**config.mk**
```make
export PLATFORM = sky130hd
export DESIGN_NAME = ter_trap_extirq_reset_unit
export DESIGN_NICKNAME = d
export VERILOG_FILES = /design/src/rtl/ter_pkg.sv /design/src/rtl/trap_extirq_reset_unit.sv
export SDC_FILE = /design/constraint.sdc
export NUM_CORES = 1
export LEC_CHECK = 0
export ABC_AREA = 1
export BUFFER_PORTS_ARGS = -buffer_cell sky130_fd_sc_hd__buf_4
export CORE_MARGIN = 8
export CORE_UTILIZATION = 55
export DETAILED_ROUTE_END_ITERATION = 8
export GPL_ROUTABILITY_DRIVEN = 1
export PLACE_DENSITY = 0.78
export SYNTH_ARGS = -nofsm -noshare
export SYNTH_HDL_FRONTEND = slang
export SYNTH_SLANG_ARGS = --single-unit
```
**constraint.sdc**
```tcl
create_clock -name clock_in -period 4.6 [get_ports clock_in]
set_clock_uncertainty 0.1 [all_clocks]
set_input_delay 0.69 -clock clock_in [delete_from_list [all_inputs] [get_ports clock_in]]
set_output_delay 0.69 -clock clock_in [all_outputs]
set_load 0.01 [all_outputs]
```
**src/rtl/ter_pkg.sv**
```systemverilog
package ter_pkg;
  // Register offsets
  localparam logic [5:0] ADDR_TRAP_WDOG_CTRL = 6'h34;
  localparam logic [5:0] ADDR_EXT_IRQ_CTRL   = 6'h37;
  localparam logic [5:0] ADDR_EN_LOW         = 6'h3A;
  localparam logic [5:0] ADDR_EN_HIGH        = 6'h3B;
  localparam logic [5:0] ADDR_LATCH_LOW      = 6'h3C;
  localparam logic [5:0] ADDR_LATCH_HIGH     = 6'h3D;
  // Field positions
  localparam int TRAP_MODE_BIT  = 3;
  localparam int RAM_TRAP_BIT   = 4;
  localparam int EDGE_ONE_BIT   = 2;
  localparam int PIN_FUNC_BIT   = 6;
  localparam int FILT_SEL_BIT   = 7;
  // Reset values and last SFR address
  localparam logic [7:0] EXT_IRQ_CTRL_RST = 8'h00;
  localparam logic [5:0] SFR_LAST         = 6'h3F;
  localparam logic [15:0] RESET_VECTOR    = 16'hFFFE;
  // Filter thresholds in fc periods: midway between reject and accept for zero, three quarters of midway for one and two
  localparam int FC_REJ_ZERO  = 2;
  localparam int FC_ACC_ZERO  = 7;
  localparam int FC_REJ_ONE_A = 15;
  localparam int FC_ACC_ONE_A = 49;
  localparam int FC_REJ_ONE_B = 63;
  localparam int FC_ACC_ONE_B = 193;
  localparam int FC_REJ_TWO   = 7;
  localparam int FC_ACC_TWO   = 25;
  localparam logic [7:0] THR_ZERO  = 8'((FC_REJ_ZERO + FC_ACC_ZERO) / 2);
  localparam logic [7:0] THR_ONE_A = 8'((FC_REJ_ONE_A + FC_ACC_ONE_A) / 2 - 8);
  localparam logic [7:0] THR_ONE_B = 8'((FC_REJ_ONE_B + FC_ACC_ONE_B) / 2 - 32);
  localparam logic [7:0] THR_TWO   = 8'((FC_REJ_TWO + FC_ACC_TWO) / 2 - 4);
  localparam logic [7:0] THR_SLOW  = 8'h02;
  // Reset timing in fc periods (clock_in runs at fc)
  localparam int FC_EXT_RST_MIN = 12;
  localparam int FC_RST_OUT     = 16;
  localparam logic [3:0] EXT_RST_CYC = 4'(FC_EXT_RST_MIN);
  localparam logic [4:0] RST_OUT_CYC = 5'(FC_RST_OUT);
endpackage

```
**src/rtl/trap_extirq_reset_unit.sv**
```systemverilog
`timescale 1ns/1ps
module ter_trap_extirq_reset_unit #(
  parameter logic [15:0] RAM_FIRST = 16'h0040,
  parameter logic [15:0] RAM_LAST  = 16'h023F
) (
  // Clock and power-on reset
  input  wire logic        clock_in,
  input  wire logic        rstn_in,
  // Register port
  input  wire logic [5:0]  sfr_addr_in,
  input  wire logic [7:0]  sfr_wdata_in,
  input  wire logic        sfr_wr_in,
  input  wire logic        sfr_rd_in,
  output logic      [7:0]  sfr_rdata_out,
  // Processor side
  input  wire logic        undefined_opcode_in,
  input  wire logic        fetch_in,
  input  wire logic [15:0] fetch_addr_in,
  input  wire logic [4:0]  irq_accept_in,
  input  wire logic        low_clock_mode_in,
  output logic             undefined_opcode_trap_out,
  output logic             fetch_address_trap_irq_out,
  output logic      [4:0]  ext_irq_request_out,
  output logic             irq_zero_port_mode_out,
  // Clock control and watchdog
  input  wire logic        high_osc_enable_in,
  input  wire logic        low_osc_enable_in,
  input  wire logic        system_clock_select_in,
  input  wire logic        watchdog_reset_in,
  output logic             watchdog_enable_out,
  output logic             prescaler_clear_out,
  // Pins: zero, one, two, three, five, then low_freq_clock
  input  wire logic [4:0]  ext_irq_pin_in,
  input  wire logic        low_freq_clock_in,
  input  wire logic        reset_pin_in,
  output logic             reset_pin_out,
  output logic             reset_pin_oe_out,
  // Chip reset and restart
  output logic             device_reset_out,
  output logic             start_fetch_out,
  output logic      [15:0] start_vector_out
);

  typedef struct packed {
    logic [6:0]      s1;
    logic [6:0]      s2;
    logic            fs_prev;
    logic [4:0]      flt;
    logic [4:0][7:0] cnt;
    logic [4:0]      latch;
    logic [4:0]      enable;
    logic            master;
    logic [7:0]      ext_ctrl;
    logic            ram_sel;
    logic            trap_reset_mode;
    logic [3:0]      ext_low_cnt;
    logic [4:0]      rst_cnt;
    logic            dev_rst;
    logic [7:0]      rdata;
    logic            und_trap;
    logic            atrap_irq;
    logic [4:0]      req;
  } ter_state_s;

  ter_state_s st;
  ter_state_s next_st;
  logic [1:0] rst_sync;
  logic       rstn;

  // Noise filter length for a channel
  function automatic logic [7:0] ter_thr(input int ch, input logic sel, input logic slow);
    logic [7:0] t;
    t = ter_pkg::THR_ZERO;
    if (slow) t = ter_pkg::THR_SLOW;
    else if (ch == 1) t = sel ? ter_pkg::THR_ONE_A : ter_pkg::THR_ONE_B;
    else if (ch == 2 || ch == 3) t = ter_pkg::THR_TWO;
    return t;
  endfunction

  // Channel bits laid out in the low and high register images
  function automatic logic [7:0] ter_low_img(input logic [4:0] v, input logic b0);
    return {v[2], 1'b0, v[1], v[0], 3'h0, b0};
  endfunction
  function automatic logic [7:0] ter_high_img(input logic [4:0] v);
    return {v[4], v[3], 6'h00};
  endfunction

  // Reset release through two flip-flops
  always_ff @(posedge clock_in or negedge rstn_in) begin
    if (!rstn_in) begin
      rst_sync <= 2'h0;
    end else begin
      rst_sync <= {rst_sync[0], 1'b1};
    end
  end
  assign rstn = rst_sync[1];

  always_comb begin
    logic       tick;
    logic       rising;
    logic [4:0] edge_hit;
    logic       trapped;
    logic       clk_stop;
    logic       ext_rst;
    logic [7:0] thr;
    tick     = 1'b1;
    rising   = 1'b0;
    thr      = 8'h00;
    next_st  = st;
    edge_hit = 5'h00;
    // Pin synchronisers
    next_st.s1      = {low_freq_clock_in, reset_pin_in, ext_irq_pin_in};
    next_st.s2      = st.s1;
    next_st.fs_prev = st.s2[6];
    tick = low_clock_mode_in ? (st.s2[6] & ~st.fs_prev) : 1'b1;
    // Sampling filters and edge detect
    for (int i = 0; i < 5; i++) begin
      thr = ter_thr(i, st.ext_ctrl[ter_pkg::FILT_SEL_BIT], low_clock_mode_in);
      if (st.s2[i] == st.flt[i]) begin
        next_st.cnt[i] = 8'h00;
      end else if (tick) begin
        if (st.cnt[i] + 8'h01 >= thr) begin
          next_st.flt[i] = st.s2[i];
          next_st.cnt[i] = 8'h00;
          rising = st.s2[i];
          if (i >= 1 && i <= 3) begin
            edge_hit[i] = (rising == st.ext_ctrl[ter_pkg::EDGE_ONE_BIT + i - 1]);
          end else begin
            edge_hit[i] = ~rising;
          end
        end else begin
          next_st.cnt[i] = st.cnt[i] + 8'h01;
        end
      end
    end
    edge_hit[0] = edge_hit[0] & st.ext_ctrl[ter_pkg::PIN_FUNC_BIT];
    // Traps on instruction fetch
    next_st.und_trap = undefined_opcode_in;
    trapped = fetch_in && (fetch_addr_in <= {10'h000, ter_pkg::SFR_LAST} ||
              (st.ram_sel && fetch_addr_in >= RAM_FIRST && fetch_addr_in <= RAM_LAST));
    next_st.atrap_irq = trapped & ~st.trap_reset_mode;
    // Reset sources and output pulse
    clk_stop = (~high_osc_enable_in & ~low_osc_enable_in) |
               (~high_osc_enable_in & ~system_clock_select_in) |
               (~low_osc_enable_in & system_clock_select_in);
    if ((trapped & st.trap_reset_mode) | watchdog_reset_in | clk_stop) begin
      next_st.rst_cnt = ter_pkg::RST_OUT_CYC;
    end else if (st.rst_cnt != 5'h00) begin
      next_st.rst_cnt = st.rst_cnt - 5'h01;
    end
    if (st.s2[5]) begin
      next_st.ext_low_cnt = 4'h0;
    end else if (st.ext_low_cnt != ter_pkg::EXT_RST_CYC) begin
      next_st.ext_low_cnt = st.ext_low_cnt + 4'h1;
    end
    ext_rst = (next_st.ext_low_cnt == ter_pkg::EXT_RST_CYC);
    next_st.dev_rst = ext_rst | (next_st.rst_cnt != 5'h00);
    // Latches: set wins over clear
    next_st.latch = st.latch & ~irq_accept_in;
    if (sfr_wr_in && sfr_addr_in == ter_pkg::ADDR_LATCH_LOW) begin
      next_st.latch[2:0] = next_st.latch[2:0] & {sfr_wdata_in[7], sfr_wdata_in[5:4]};
    end
    if (sfr_wr_in && sfr_addr_in == ter_pkg::ADDR_LATCH_HIGH) begin
      next_st.latch[4:3] = next_st.latch[4:3] & sfr_wdata_in[7:6];
    end
    next_st.latch = next_st.latch | edge_hit;
    // Register writes
    if (sfr_wr_in) begin
      unique case (sfr_addr_in)
        ter_pkg::ADDR_TRAP_WDOG_CTRL: begin
          next_st.trap_reset_mode = sfr_wdata_in[ter_pkg::TRAP_MODE_BIT];
          next_st.ram_sel         = sfr_wdata_in[ter_pkg::RAM_TRAP_BIT];
        end
        ter_pkg::ADDR_EXT_IRQ_CTRL: next_st.ext_ctrl = sfr_wdata_in;
        ter_pkg::ADDR_EN_LOW: begin
          next_st.master    = sfr_wdata_in[0];
          next_st.enable[0] = sfr_wdata_in[4];
          next_st.enable[1] = sfr_wdata_in[5];
          next_st.enable[2] = sfr_wdata_in[7];
        end
        ter_pkg::ADDR_EN_HIGH: next_st.enable[4:3] = sfr_wdata_in[7:6];
        default: ;
      endcase
    end
    // Register reads
    next_st.rdata = 8'h00;
    if (sfr_rd_in) begin
      unique case (sfr_addr_in)
        ter_pkg::ADDR_EXT_IRQ_CTRL: next_st.rdata = st.ext_ctrl;
        ter_pkg::ADDR_EN_LOW:       next_st.rdata = ter_low_img(st.enable, st.master);
        ter_pkg::ADDR_EN_HIGH:      next_st.rdata = ter_high_img(st.enable);
        ter_pkg::ADDR_LATCH_LOW:    next_st.rdata = ter_low_img(st.latch, 1'b0);
        ter_pkg::ADDR_LATCH_HIGH:   next_st.rdata = ter_high_img(st.latch);
        default:                    next_st.rdata = 8'h00;
      endcase
    end
    // Chip reset clears interrupt state
    if (st.dev_rst) begin
      next_st.master          = 1'b0;
      next_st.enable          = 5'h00;
      next_st.latch           = 5'h00;
      next_st.ext_ctrl        = ter_pkg::EXT_IRQ_CTRL_RST;
      next_st.ram_sel         = 1'b0;
      next_st.trap_reset_mode = 1'b1;
    end
    next_st.req = next_st.latch & next_st.enable & {5{next_st.master}};
  end

  always_ff @(posedge clock_in or negedge rstn) begin
    if (!rstn) begin
      st                 <= '0;
      st.s1              <= 7'h7F;
      st.s2              <= 7'h7F;
      st.flt             <= 5'h1F;
      st.trap_reset_mode <= 1'b1;
      st.dev_rst         <= 1'b1;
    end else begin
      st <= next_st;
    end
  end

  logic dev_rst_prev;
  always_ff @(posedge clock_in or negedge rstn) begin
    if (!rstn) begin
      dev_rst_prev    <= 1'b1;
      start_fetch_out <= 1'b0;
    end else begin
      dev_rst_prev    <= st.dev_rst;
      start_fetch_out <= dev_rst_prev & ~st.dev_rst;
    end
  end

  assign sfr_rdata_out              = st.rdata;
  assign undefined_opcode_trap_out  = st.und_trap;
  assign fetch_address_trap_irq_out = st.atrap_irq;
  assign ext_irq_request_out        = st.req;
  assign irq_zero_port_mode_out     = ~st.ext_ctrl[ter_pkg::PIN_FUNC_BIT];
  assign watchdog_enable_out        = st.dev_rst | st.trap_reset_mode;
  assign prescaler_clear_out        = st.dev_rst;
  assign reset_pin_out              = 1'b0;
  assign reset_pin_oe_out           = (st.rst_cnt != 5'h00);
  assign device_reset_out           = st.dev_rst;
  assign start_vector_out           = ter_pkg::RESET_VECTOR;

endmodule // ter_trap_extirq_reset_unit

```
==> impl_metrics.yaml, run 1 <==
timing:
  setup_ws_ns: 2.09
  setup_violations: 0
  fin_tns_setup_ns: 0
  final_max_slew_violation_count: 0
  grt_setup_unrepaired: "false"
  finalHoldViolCount: 0
  max_freq_ghz: 0.398
  max-slew-margin-rel_pct: 43.2
  finalCritPeriodShare_pct: 54.6
  max_slew.worst_pin.slew_ns: 0.852
  min_period_ns: 2.51
synthesis:
  synth_top_family_by_area: "simple AND/OR/NAND/NOR gates"
  most_frequently_used_flop_master_after_synthesis: "sky130_fd_sc_hd__dfrtp_1"
  post_synth_xor_area_fraction_pct: 3.15
  synth_area_um2: 5560
  post_synth_and_or_nand_nor_area_fraction_pct: 21.5
  synth_edf_count: 0
  yosys_warnings: 0
  number_of_register_bits_inferred_by_synthesis: 110
  netlist_instances: 652
  netlist_top_cells_area: "sky130_fd_sc_hd__dfrtp_1 40%, sky130_fd_sc_hd__dfstp_2 10%, sky130_fd_sc_hd__nand2_1 8.8%, sky130_fd_sc_hd__inv_1 7.2%, sky130_fd_sc_hd__ha_1 5.2%"
  sequential_cell_area_fraction_in_the_yosys_report_pct: 50.0
  synthesis.area_per_instance_um2: 8.53
  post_synth_num_cell_types: 40
  synth_compound_gate_area_share_pct: 7.83
  synth_largest_type_area_fraction_pct: 39.6
  post_synth_mux_area_share_pct: 0.180
  yosys.area_share.adder_pct: 5.17
  ys_async_sr_fraction_pct: 100
  post-synth-top-area-cell: "sky130_fd_sc_hd__dfrtp_1"
final_layout:
  final.fill_count: 842
  finalNetCount: 790
  flow.area_growth_from_synthesis_pct: 12.3
  register_area_um2: 2780
  multiInputGateArea_um2: 2170
  layout-drive-gt1-share_pct: 18.6
  num_antenna_cells: 0
critical_path:
  path_delay_family: "simple AND/OR/NAND/NOR gates"
  cpMaxStageDelayCell: "sky130_fd_sc_hd__dfrtp_1"
  critPathMaxFanout: 4
  critPathKind: "flop to flop"
  worst_r2r_path_depth: 13
  timing.critical_path.from_type: "flop"
  path_cells: "ha_1 > nand2_1 > nor3_1 > xor2_1 > ha_1 > a21oi_1 > nand2_1 > a21oi_2 > nand2_1 > nand3_1 > nand2_1 > nand2_1 > nor2_1"
  worst_path_max_stage_delay_ns: 0.39
  setup.worst_path.end_class: "flop"
  rr_endpoint: "ext_irq_request_out[1]$_DFF_PN0_"
  crit_cells: 13
  timing.critical_path.required_ns: 4.78
  crit-reg2reg-launch: "st[55]$_DFFE_PN0P_"
  worstPathArrival_ns: 2.69
  critPathBufInv: 0
  regToRegSetupSlack_ns: 2.09
  cp_most_frequent_cell: "sky130_fd_sc_hd__nand2_1"
clock_network:
  cts_repair_resize_count: 0
  cts_hold_repair.buffers: 1
  post_cts_setup_buffers: 0
  cts.reportedPaths.clkPinSlew_ns: 0.10
  cts_max_path_buffers: 2
  insertion_delay_of_the_later_clocked_pin_in_the_worst_skew_pair_ns: 0.38
  tritoncts: "done"
  cts-htree-levels: 3
  numCtsBuffers: 9
  cts_root_buf: "sky130_fd_sc_hd__clkbuf_8"
  clkSinkCount: 110
detailed_routing:
  drt_first_iter_violations: 340
  dr.pass1.iters: 5
  drc: 0
  antenna_left: 0
  via_density_per_instance: 5.01
  routed_wl_mm: 11.7
  via_count: 4271
  wl_per_cell_um: 13.7
global_route:
  grt_start_max_net_pins: 68
  grt_remaining_overflow: 0
  gr-usage-all-layers_pct: 18.4
  grt_pass1_wl_mm: 19.8
  first_global_vias: 4479
  antenna_found_initial: 0
hold_path:
  worstHoldPathType: "flop to flop"
  min_from: "next_st[96]$_DFF_PN1_"
  hold_path_depth: 0
  min_delay_worst_endpoint: "st[96]$_DFF_PN1_"
die:
  num_rows: 36
  ioPinCount: 91
  die_width_um: 117
  die_height_um: 117
  start_util_pct: 56.7
  core-area_um2: 9820
  dieArea_um2: 13600
placement:
  port_buffers: 67
  gp_congestion: 0.883
  hpwlAfterDp_mm: 8.91
  preCtsSetupSlack_ns: 2.08
pwr:
  vdd_ir_drop_max_uv: 273
  power.density_cell_area_nw_per_um2: 345
  leakage_nw: 3.15
job:
  maxCapViolations: 0
outcome:
  outcome: "completed"
-- cells in the mapped netlist, types with 2 or more instances --
master,n
sky130_fd_sc_hd__nand3_1,32
sky130_fd_sc_hd__nand3_2,4
sky130_fd_sc_hd__a21oi_2,3
sky130_fd_sc_hd__nand3b_1,2
sky130_fd_sc_hd__nand2_2,2
sky130_fd_sc_hd__clkinv_2,2
sky130_fd_sc_hd__inv_1,107
sky130_fd_sc_hd__conb_1,2
sky130_fd_sc_hd__nand4_1,7
sky130_fd_sc_hd__nor3_1,4
sky130_fd_sc_hd__xnor2_1,10
sky130_fd_sc_hd__o211ai_1,2
sky130_fd_sc_hd__xor2_1,10
sky130_fd_sc_hd__dfrtp_1,88
sky130_fd_sc_hd__buf_4,32
sky130_fd_sc_hd__nand2_1,131
sky130_fd_sc_hd__nor2_4,3
sky130_fd_sc_hd__clkbuf_1,2
sky130_fd_sc_hd__dfstp_2,22
sky130_fd_sc_hd__o21ai_1,7
sky130_fd_sc_hd__or2_1,3
sky130_fd_sc_hd__ha_1,23
sky130_fd_sc_hd__a21oi_1,9
sky130_fd_sc_hd__nor2_2,5
sky130_fd_sc_hd__o21ai_0,37
sky130_fd_sc_hd__o22ai_1,9
sky130_fd_sc_hd__o221ai_1,2
sky130_fd_sc_hd__or2_2,2
sky130_fd_sc_hd__inv_2,3
sky130_fd_sc_hd__and3_1,2
sky130_fd_sc_hd__nor2_1,76
-- kinds of logic (layout without fill, tap and decap cells) --
| logic type | Yosys count | in the layout |
|---|---|---|
| other | 2 | 18 |
| AOI/OAI and AO/OA | 75 | 75 |
| and+or+nand+nor | 275 | 275 |
| xor gates and xnor gates | 20 | 20 |
| adders and majority gates | 23 | 23 |
| buffers and inverters | 146 | 197 |
| DFF | 110 | 110 |
| muxes | 1 | 1 |
-- metrics by stage --
step / instances / utilization (%) / hold slack [ns] / cell area, µm² / power (mW)
2_1_floorplan: 668 / - / 0.231 / 5620 / 1.49
3_3_place_gp: 835 / 61.7 / 0.238 / 6060 / 1.58
3_5_place_dp: 835 / 61.7 / 0.248 / 6060 / 1.62
4_1_cts: 852 / 63.7 / 0.263 / 6250 / 2.18
5_1_grt: 852 / 63.7 / 0.272 / 6250 / 2.29
6_report: 852 / 63.7 / 0.262 / 6250 / 2.16
-- registers in the layout, indices dropped and copies added, names as in the netlist --
name and flops:
undefined_opcode_trap_out 1, dev_rst_prev 1, sfr_rdata_out 8, fetch_address_trap_irq_out 1, ext_irq_request_out 5, st 82, device_reset_out 1, start_fetch_out 1
next_st 8, rst_sync 2
-- area by class of cell --
class | count | share of cell area, %
Sequential cell | 110 | 44.5
Multi-Input combinational cell | 412 | 34.8
Timing Repair Buffer | 69 | 8.33
Inverter | 112 | 6.77
Tap cell | 133 | 2.66
Clock buffer | 10 | 2.20
Clock inverter | 6 | 0.741
-- power by group --
part           switching [mW]  internal, mW  leakage, nW
Clock                   0.337         0.215       0.0889
Combinational           0.284         0.179         1.62
Sequential             0.0795          1.06         1.43
-- how the worst max path moves through the flow --
stage	from	end	slack (ns)
detailed placement	st[55]$_DFFE_PN0P_	ext_irq_request_out[1]$_DFF_PN0_	2.08
global placement	low_clock_mode_in	ext_irq_request_out[1]$_DFF_PN0_	2.22
global route	st[55]$_DFFE_PN0P_	ext_irq_request_out[1]$_DFF_PN0_	1.83
floorplan	rst_sync[1]$_DFF_PN0_	ext_irq_request_out[0]$_DFF_PN0_	1.25
CTS	st[55]$_DFFE_PN0P_	ext_irq_request_out[1]$_DFF_PN0_	2.06
finish	st[55]$_DFFE_PN0P_	ext_irq_request_out[1]$_DFF_PN0_	2.09
-- metal layers --
metal	wire [µm]	track usage, %	up-vias	part of all wire, %
li1	-	-	2106	-
met1	4940	22.2	2020	42
met2	5760	30.6	118	49
met3	746	5.22	27	6.4
met4	242	7.34	0	2.1
met5	0	0	-	0
-- layout by cell type, fill, tap and decap left out, drive strengths merged --
cell type	n
a21boi	1
a21oi	13
a31oi	1
and3	2
buf	68
clkbuf	10
clkinv	5
clkinvlp	2
conb	18
dfrtp	88
dfstp	22
dlygate4sd3	1
ha	23
inv	111
mux2i	1
nand2	133
nand3	36
nand3b	2
nand4	8
nor2	84
nor3	4
nor3b	1
o211ai	2
o21ai	45
o221ai	2
o22ai	9
o311ai	1
o31ai	1
or2	5
xnor2	10
xor2	10
No activity file was read; power rests on OpenSTA's default activity.
==> inputs of run 2 (changes only) <==
==> constraint.sdc (replaced) <==
create_clock -name clock_in -period 2.5 [get_ports clock_in]
set_clock_uncertainty 0.1 [all_clocks]
set_input_delay 0.375 -clock clock_in [delete_from_list [all_inputs] [get_ports clock_in]]
set_output_delay 0.375 -clock clock_in [all_outputs]
set_load 0.01 [all_outputs]
==> run 2 against run 1 <==
Effect of this change:
- power increased by 97%
- non-clock buffer count grew 11
- design area is 2.8% higher
- first-iteration DRC count shrank 25%
- worst hold slack worse by 0.13 ns
- core utilization up 1.8 points
- critical path depth unchanged
- sequential share of layout area shrank 1.2 points
- die area did not move
- sequential cell count did not move
- critical endpoint unchanged
==> impl_metrics.yaml, run 2 (synthesized netlist as in run 1, its figures left out) <==
outcome:
  outcome: "completed"
critical_path:
  setup.worst_path.end_class: "flop"
  critPathMaxFanout: 4
  critPathKind: "flop to flop"
  timing.critical_path.required_ns: 2.68
  timing.critical_path.from_type: "flop"
  worstPathArrival_ns: 2.47
placement:
  hpwlAfterDp_mm: 9.16
  gp_congestion: 0.893
  port_buffers: 67
  numPlacedInstances: 837
timing:
  final_max_slew_violation_count: 0
  setup_violations: 0
  max_freq_ghz: 0.436
  holdWs_ns: 0.129
  min_period_ns: 2.29
  fin_tns_setup_ns: 0
  finalCritPeriodShare_pct: 91.7
  finalHoldViolCount: 0
final_layout:
  largest_register_ff_count: 82
  final_util_pct: 65.4
  mostFrequentLayoutCells: "130 x sky130_fd_sc_hd__nand2_1, 107 x sky130_fd_sc_hd__inv_1, 87 x sky130_fd_sc_hd__dfrtp_1, 76 x sky130_fd_sc_hd__nor2_1, 70 x sky130_fd_sc_hd__buf_4"
  max_flop_register: "st"
  layout-drive-gt1-share_pct: 18.8
  layout_commonest_cell: "sky130_fd_sc_hd__nand2_1"
  finalNetCount: 801
  flow.area_growth_from_synthesis_pct: 15.5
  layoutNonFillerInstCount: 863
  num_antenna_cells: 0
  final.fill_count: 827
pwr:
  leakage_nw: 3.23
  vdd_ir_drop_max_uv: 693
  power.density_cell_area_nw_per_um2: 661
  power.total_mw: 4.25
die:
  num_rows: 36
  dieArea_um2: 13600
  ioPinCount: 91
  core-area_um2: 9820
  die_width_um: 117
  die_height_um: 117
  start_util_pct: 56.7
clock_network:
  clkSinkCount: 110
  insertion_delay_of_the_later_clocked_pin_in_the_worst_skew_pair_ns: 0.37
  numCtsBuffers: 9
  tritoncts: "done"
  cts_max_path_buffers: 2
  cts_root_buf: "sky130_fd_sc_hd__clkbuf_8"
  cts-htree-levels: 3
  cts.reportedPaths.clkPinSlew_ns: 0.10
global_route:
  gr-usage-all-layers_pct: 19.1
  antenna_found_initial: 0
  grt_start_max_net_pins: 51
  grt_remaining_overflow: 0
  grt_pass1_wl_mm: 20.7
  first_global_vias: 4538
detailed_routing:
  via_count: 4355
  via_density_per_instance: 5.05
  antenna_left: 0
  drc: 0
  dr.pass1.iters: 5
  routed_wl_mm: 12.1
  wl_per_cell_um: 14.0
  drt_first_iter_violations: 255
job:
  maxCapViolations: 0
hold_path:
  worstHoldPathType: "input port to flop"
[run 2: routing by layer]
layer / vias up / global-route usage, % / wire [µm]
met5: - / 0 / 0
li1: 2132 / - / -
met4: 0 / 7.00 / 219
met3: 22 / 4.08 / 667
met1: 2069 / 24.0 / 5210
met2: 132 / 32.0 / 6010
[run 2: area by class of cell]
type	count	area (µm²)	area share, %
clock inverters	4	97.6	1.52
repair buffers	80	636	9.89
well taps	133	166	2.59
flip-flops and latches	110	2780	43.3
inverters	112	423	6.58
clock buffers	12	135	2.10
multi-input cells	412	2180	34.0
[run 2: path summary, 6_finish.rpt]
| check | to | cells after the start | slack (ns) | startpoint |
|---|---|---|---|---|
| max in group asynchronous | next_st[97]$_DFF_PN1_ | 1 | 1.34 | rst_sync[1]$_DFF_PN0_ |
| max reg2reg | ext_irq_request_out[1]$_DFF_PN0_ | 13 | 0.21 | st[55]$_DFFE_PN0P_ |
| min | sfr_rdata_out[5]$_DFF_PN0_ | 3 | 0.13 | sfr_rd_in |
| max | ext_irq_request_out[1]$_DFF_PN0_ | 13 | 0.21 | st[55]$_DFFE_PN0P_ |
| min reg2reg | st[26]$_DFFE_PN0P_ | 0 | 0.21 | rst_sync[1]$_DFF_PN0_ |
| min in group asynchronous | rst_sync[1]$_DFF_PN0_ | 2 | 0.21 | rstn_in |
[run 2: what timing repair did]
item,in CTS,in global routing
hold buffers,9,0
setup buffers,0,1
endpoints found under the setup margin,0,7
endpoints found under the hold margin,10,0
resized for setup,0,3
[run 2: stage by stage]
stage,cell area (µm²),worst slack [ns]
after detailed placement,6080,0.104
final,6430,0.207
after floorplan,5630,0.411
after global routing,6430,-0.0103
after CTS,6410,0.0916
after global placement,6080,0.194
[run 2: where the power goes]
| part | leakage [nW] | switching, mW | internal (mW) |
|---|---|---|---|
| logic | 1.68 | 0.547 | 0.352 |
| clock network | 0.111 | 0.584 | 0.668 |
| registers | 1.43 | 0.142 | 1.96 |
[run 2: worst max-delay path: stages (launching register included)]
cell and delay [ns]:
sky130_fd_sc_hd__dfrtp_1 0.38, sky130_fd_sc_hd__ha_1 0.19, sky130_fd_sc_hd__nand2_2 0.09, sky130_fd_sc_hd__nor3_2 0.13, sky130_fd_sc_hd__xor2_1 0.23, sky130_fd_sc_hd__ha_1 0.31
sky130_fd_sc_hd__a21oi_2 0.16, sky130_fd_sc_hd__nand2_1 0.07, sky130_fd_sc_hd__a21oi_2 0.14, sky130_fd_sc_hd__nand2_1 0.11, sky130_fd_sc_hd__nand3_1 0.11, sky130_fd_sc_hd__nand2_1 0.07
sky130_fd_sc_hd__nand2_1 0.08, sky130_fd_sc_hd__nor2_1 0.05
==> inputs of run 3 (changes only) <==
--- a/config.mk
+++ b/config.mk
@@ -7,10 +7,12 @@
 export LEC_CHECK = 0
 export ABC_AREA = 1
 export BUFFER_PORTS_ARGS = -buffer_cell sky130_fd_sc_hd__buf_4
+export CAP_MARGIN = 20
 export CORE_MARGIN = 8
 export CORE_UTILIZATION = 55
 export DETAILED_ROUTE_END_ITERATION = 8
 export GPL_ROUTABILITY_DRIVEN = 1
+export MAX_ROUTING_LAYER = met4
 export PLACE_DENSITY = 0.78
 export SYNTH_ARGS = -nofsm -noshare
 export SYNTH_HDL_FRONTEND = slang
==> run 3 against run 2 <==
Effect of this change:
- sequential power hardly changed
- non-clock buffer count is 2 higher
- via count is 1.1% lower
- combinational power is 1% lower
- fmax is 1.6% lower
- critical path depth is 1 lower
- design area is 0.18% lower
- global-route usage is 0.18 points lower
- worst hold slack better by 0.014 ns
- final cell count is 0.23% higher
- clock-buffer cell count is 1 higher
- die area stayed put
- critical path type unchanged
- largest cell class unchanged
- largest power group unchanged
==> impl_metrics.yaml, run 3 (synthesized netlist as in run 1, its figures left out) <==
timing:
  max_slew.worst_pin.slew_ns: 0.582
  setup_ws_ns: 0.170
  final_max_slew_violation_count: 0
  finalHoldViolCount: 0
  max_freq_ghz: 0.429
  min_period_ns: 2.33
  holdWs_ns: 0.142
  max-slew-margin-rel_pct: 61.2
  setup_violations: 0
  finalCritPeriodShare_pct: 93.2
detailed_routing:
  routed.top_layer: "met4"
  route.met3.wl_um: 789
  drt_first_iter_violations: 343
  detailroute.wirelength.met2_mm: 5.96
  route.layer.met1.wl_mm: 4.97
  via_count: 4306
  dr.pass1.iters: 6
  routed_wl_mm: 11.8
  antenna_left: 0
  wl_per_cell_um: 13.7
  drc: 0
  via_density_per_instance: 4.98
final_layout:
  layout-drive-gt1-share_pct: 19.5
  num_antenna_cells: 0
  finalNetCount: 803
  max_flop_register: "st"
  flow.area_growth_from_synthesis_pct: 15.3
  final_util_pct: 65.3
  post-route-cell-area_um2: 6410
  layout_commonest_cell: "sky130_fd_sc_hd__nand2_1"
  final.fill_count: 797
  mostFrequentLayoutCells: "129 x sky130_fd_sc_hd__nand2_1, 106 x sky130_fd_sc_hd__inv_1, 87 x sky130_fd_sc_hd__dfrtp_1, 76 x sky130_fd_sc_hd__nor2_1, 72 x sky130_fd_sc_hd__buf_4"
  largest_register_ff_count: 82
critical_path:
  crit-reg2reg-launch: "st[54]$_DFFE_PN0P_"
  critPathMaxFanout: 5
  cpMaxStageDelayCell: "sky130_fd_sc_hd__dfrtp_1"
  rr_endpoint: "st[59]$_DFFE_PN0P_"
  setup.worst_path.end_class: "flop"
  worst_r2r_path_depth: 12
  critPathKind: "flop to flop"
  timing.critical_path.required_ns: 2.69
  timing.critical_path.from_type: "flop"
  crit_start: "st[54]$_DFFE_PN0P_"
  regToRegSetupSlack_ns: 0.17
  path_cells: "ha_2 > nand2_2 > nor3_2 > xor2_1 > ha_1 > a21oi_2 > nand2_1 > a21oi_2 > nand3_2 > inv_2 > nand2_1 > o21ai_0"
  worstPathArrival_ns: 2.52
  worst_path_max_stage_delay_ns: 0.38
  crit_path_end: "st[59]$_DFFE_PN0P_"
clock_network:
  numCtsBuffers: 9
  cts_root_buf: "sky130_fd_sc_hd__clkbuf_8"
  tritoncts: "done"
  cts_max_path_buffers: 2
  cts.reportedPaths.clkPinSlew_ns: 0.09
  insertion_delay_of_the_later_clocked_pin_in_the_worst_skew_pair_ns: 0.37
  clkSinkCount: 110
  cts-htree-levels: 3
global_route:
  first_global_vias: 4446
  antenna_found_initial: 0
  grt_start_max_net_pins: 49
  grt_remaining_overflow: 0
  gr-usage-all-layers_pct: 19.0
  grt_pass1_wl_mm: 19.7
pwr:
  vdd_ir_drop_max_uv: 417
  power.total_mw: 4.08
  leakage_nw: 3.22
  power.density_cell_area_nw_per_um2: 636
die:
  core-area_um2: 9820
  start_util_pct: 56.7
  ioPinCount: 91
  dieArea_um2: 13600
  num_rows: 36
  die_width_um: 117
  die_height_um: 117
job:
  maxCapViolations: 0
placement:
  preCtsSetupSlack_ns: 0.0374
  port_buffers: 67
  hpwlAfterDp_mm: 8.97
  gp_congestion: 0.927
  postPlaceCellArea_um2: 6080
hold_path:
  min_from: "sfr_rd_in"
  worstHoldPathType: "input port to flop"
outcome:
  outcome: "completed"
==> run 3: changes by cell type in the layout (fill, tap and decap cells not counted) <==
cell | previous run | this run
sky130_fd_sc_hd__inv_2 | 3 | 4
sky130_fd_sc_hd__nand2_1 | 130 | 129
sky130_fd_sc_hd__clkinv_2 | 2 | 3
sky130_fd_sc_hd__ha_1 | 23 | 22
sky130_fd_sc_hd__nand2_2 | 3 | 4
sky130_fd_sc_hd__buf_4 | 70 | 72
sky130_fd_sc_hd__clkbuf_1 | 3 | 2
sky130_fd_sc_hd__bufinv_16 | 3 | 1
sky130_fd_sc_hd__inv_1 | 107 | 106
sky130_fd_sc_hd__ha_2 | 0 | 1
sky130_fd_sc_hd__clkbuf_8 | 9 | 11
==> run 3: power breakdown <==
group          internal [mW]  switching (mW)  total [mW]  leakage, nW
logic                  0.359           0.529       0.887         1.68
registers               1.96           0.140        2.10         1.43
clock network          0.518           0.573        1.09       0.0996
total                   2.83            1.24        4.08         3.22
==> run 3: area by class of cell <==
| type | count | area (µm²) | area share (%) |
|---|---|---|---|
| Clock buffer | 13 | 159 | 2.48 |
| Tap cell | 133 | 166 | 2.59 |
| Sequential cell | 110 | 2780 | 43.4 |
| Multi-Input combinational cell | 412 | 2190 | 34.1 |
| Timing Repair Buffer | 82 | 651 | 10.1 |
| Clock inverter | 3 | 42.5 | 0.663 |
| Inverter | 112 | 423 | 6.59 |
==> run 3: per-stage QoR <==
stage,cells,setup TNS (ns)
after floorplan,668,0
after global placement,837,0
after detailed placement,837,0
after CTS,862,0
after global routing,865,-0.0155
final,865,0
==> run 3: critical path: cells and delay by family (launching register included) <==
kind            cells  cell delay, ns
xor+xnor            1            0.22
flops               1            0.38
buf+inv             1            0.12
simple gates        5            0.52
fa+ha+maj           2            0.51
compound gates      3            0.39
==> run 3: worst min-delay path by stage <==
stage | endpoint | slack [ns] | cells past startpoint
floorplan | rst_sync[0]$_DFF_PN0_ | -0.02 | 0
global route | st[20]$_DFF_PN0_ | 0.12 | 3
CTS | sfr_rdata_out[5]$_DFF_PN0_ | 0.12 | 3
detailed placement | rst_sync[0]$_DFF_PN0_ | 0.06 | 1
finish | sfr_rdata_out[5]$_DFF_PN0_ | 0.14 | 3
global placement | rst_sync[0]$_DFF_PN0_ | 0.06 | 1
==> run 3: layer usage <==
layer,GRT usage [%],vias to the layer above
li1,-,2139
met1,22.7,2019
met2,31.0,140
met3,5.53,8
met4,4.69,0
met5,-,-
==> run 3: repair_timing <==
| item | CTS | global route |
|---|---|---|
| buffers inserted | 0 | 3 |
| hold endpoints to repair | 10 | 0 |
| endpoints found under the setup margin | 0 | 9 |
| hold buffers | 9 | 0 |
| gates resized for setup | 0 | 6 |
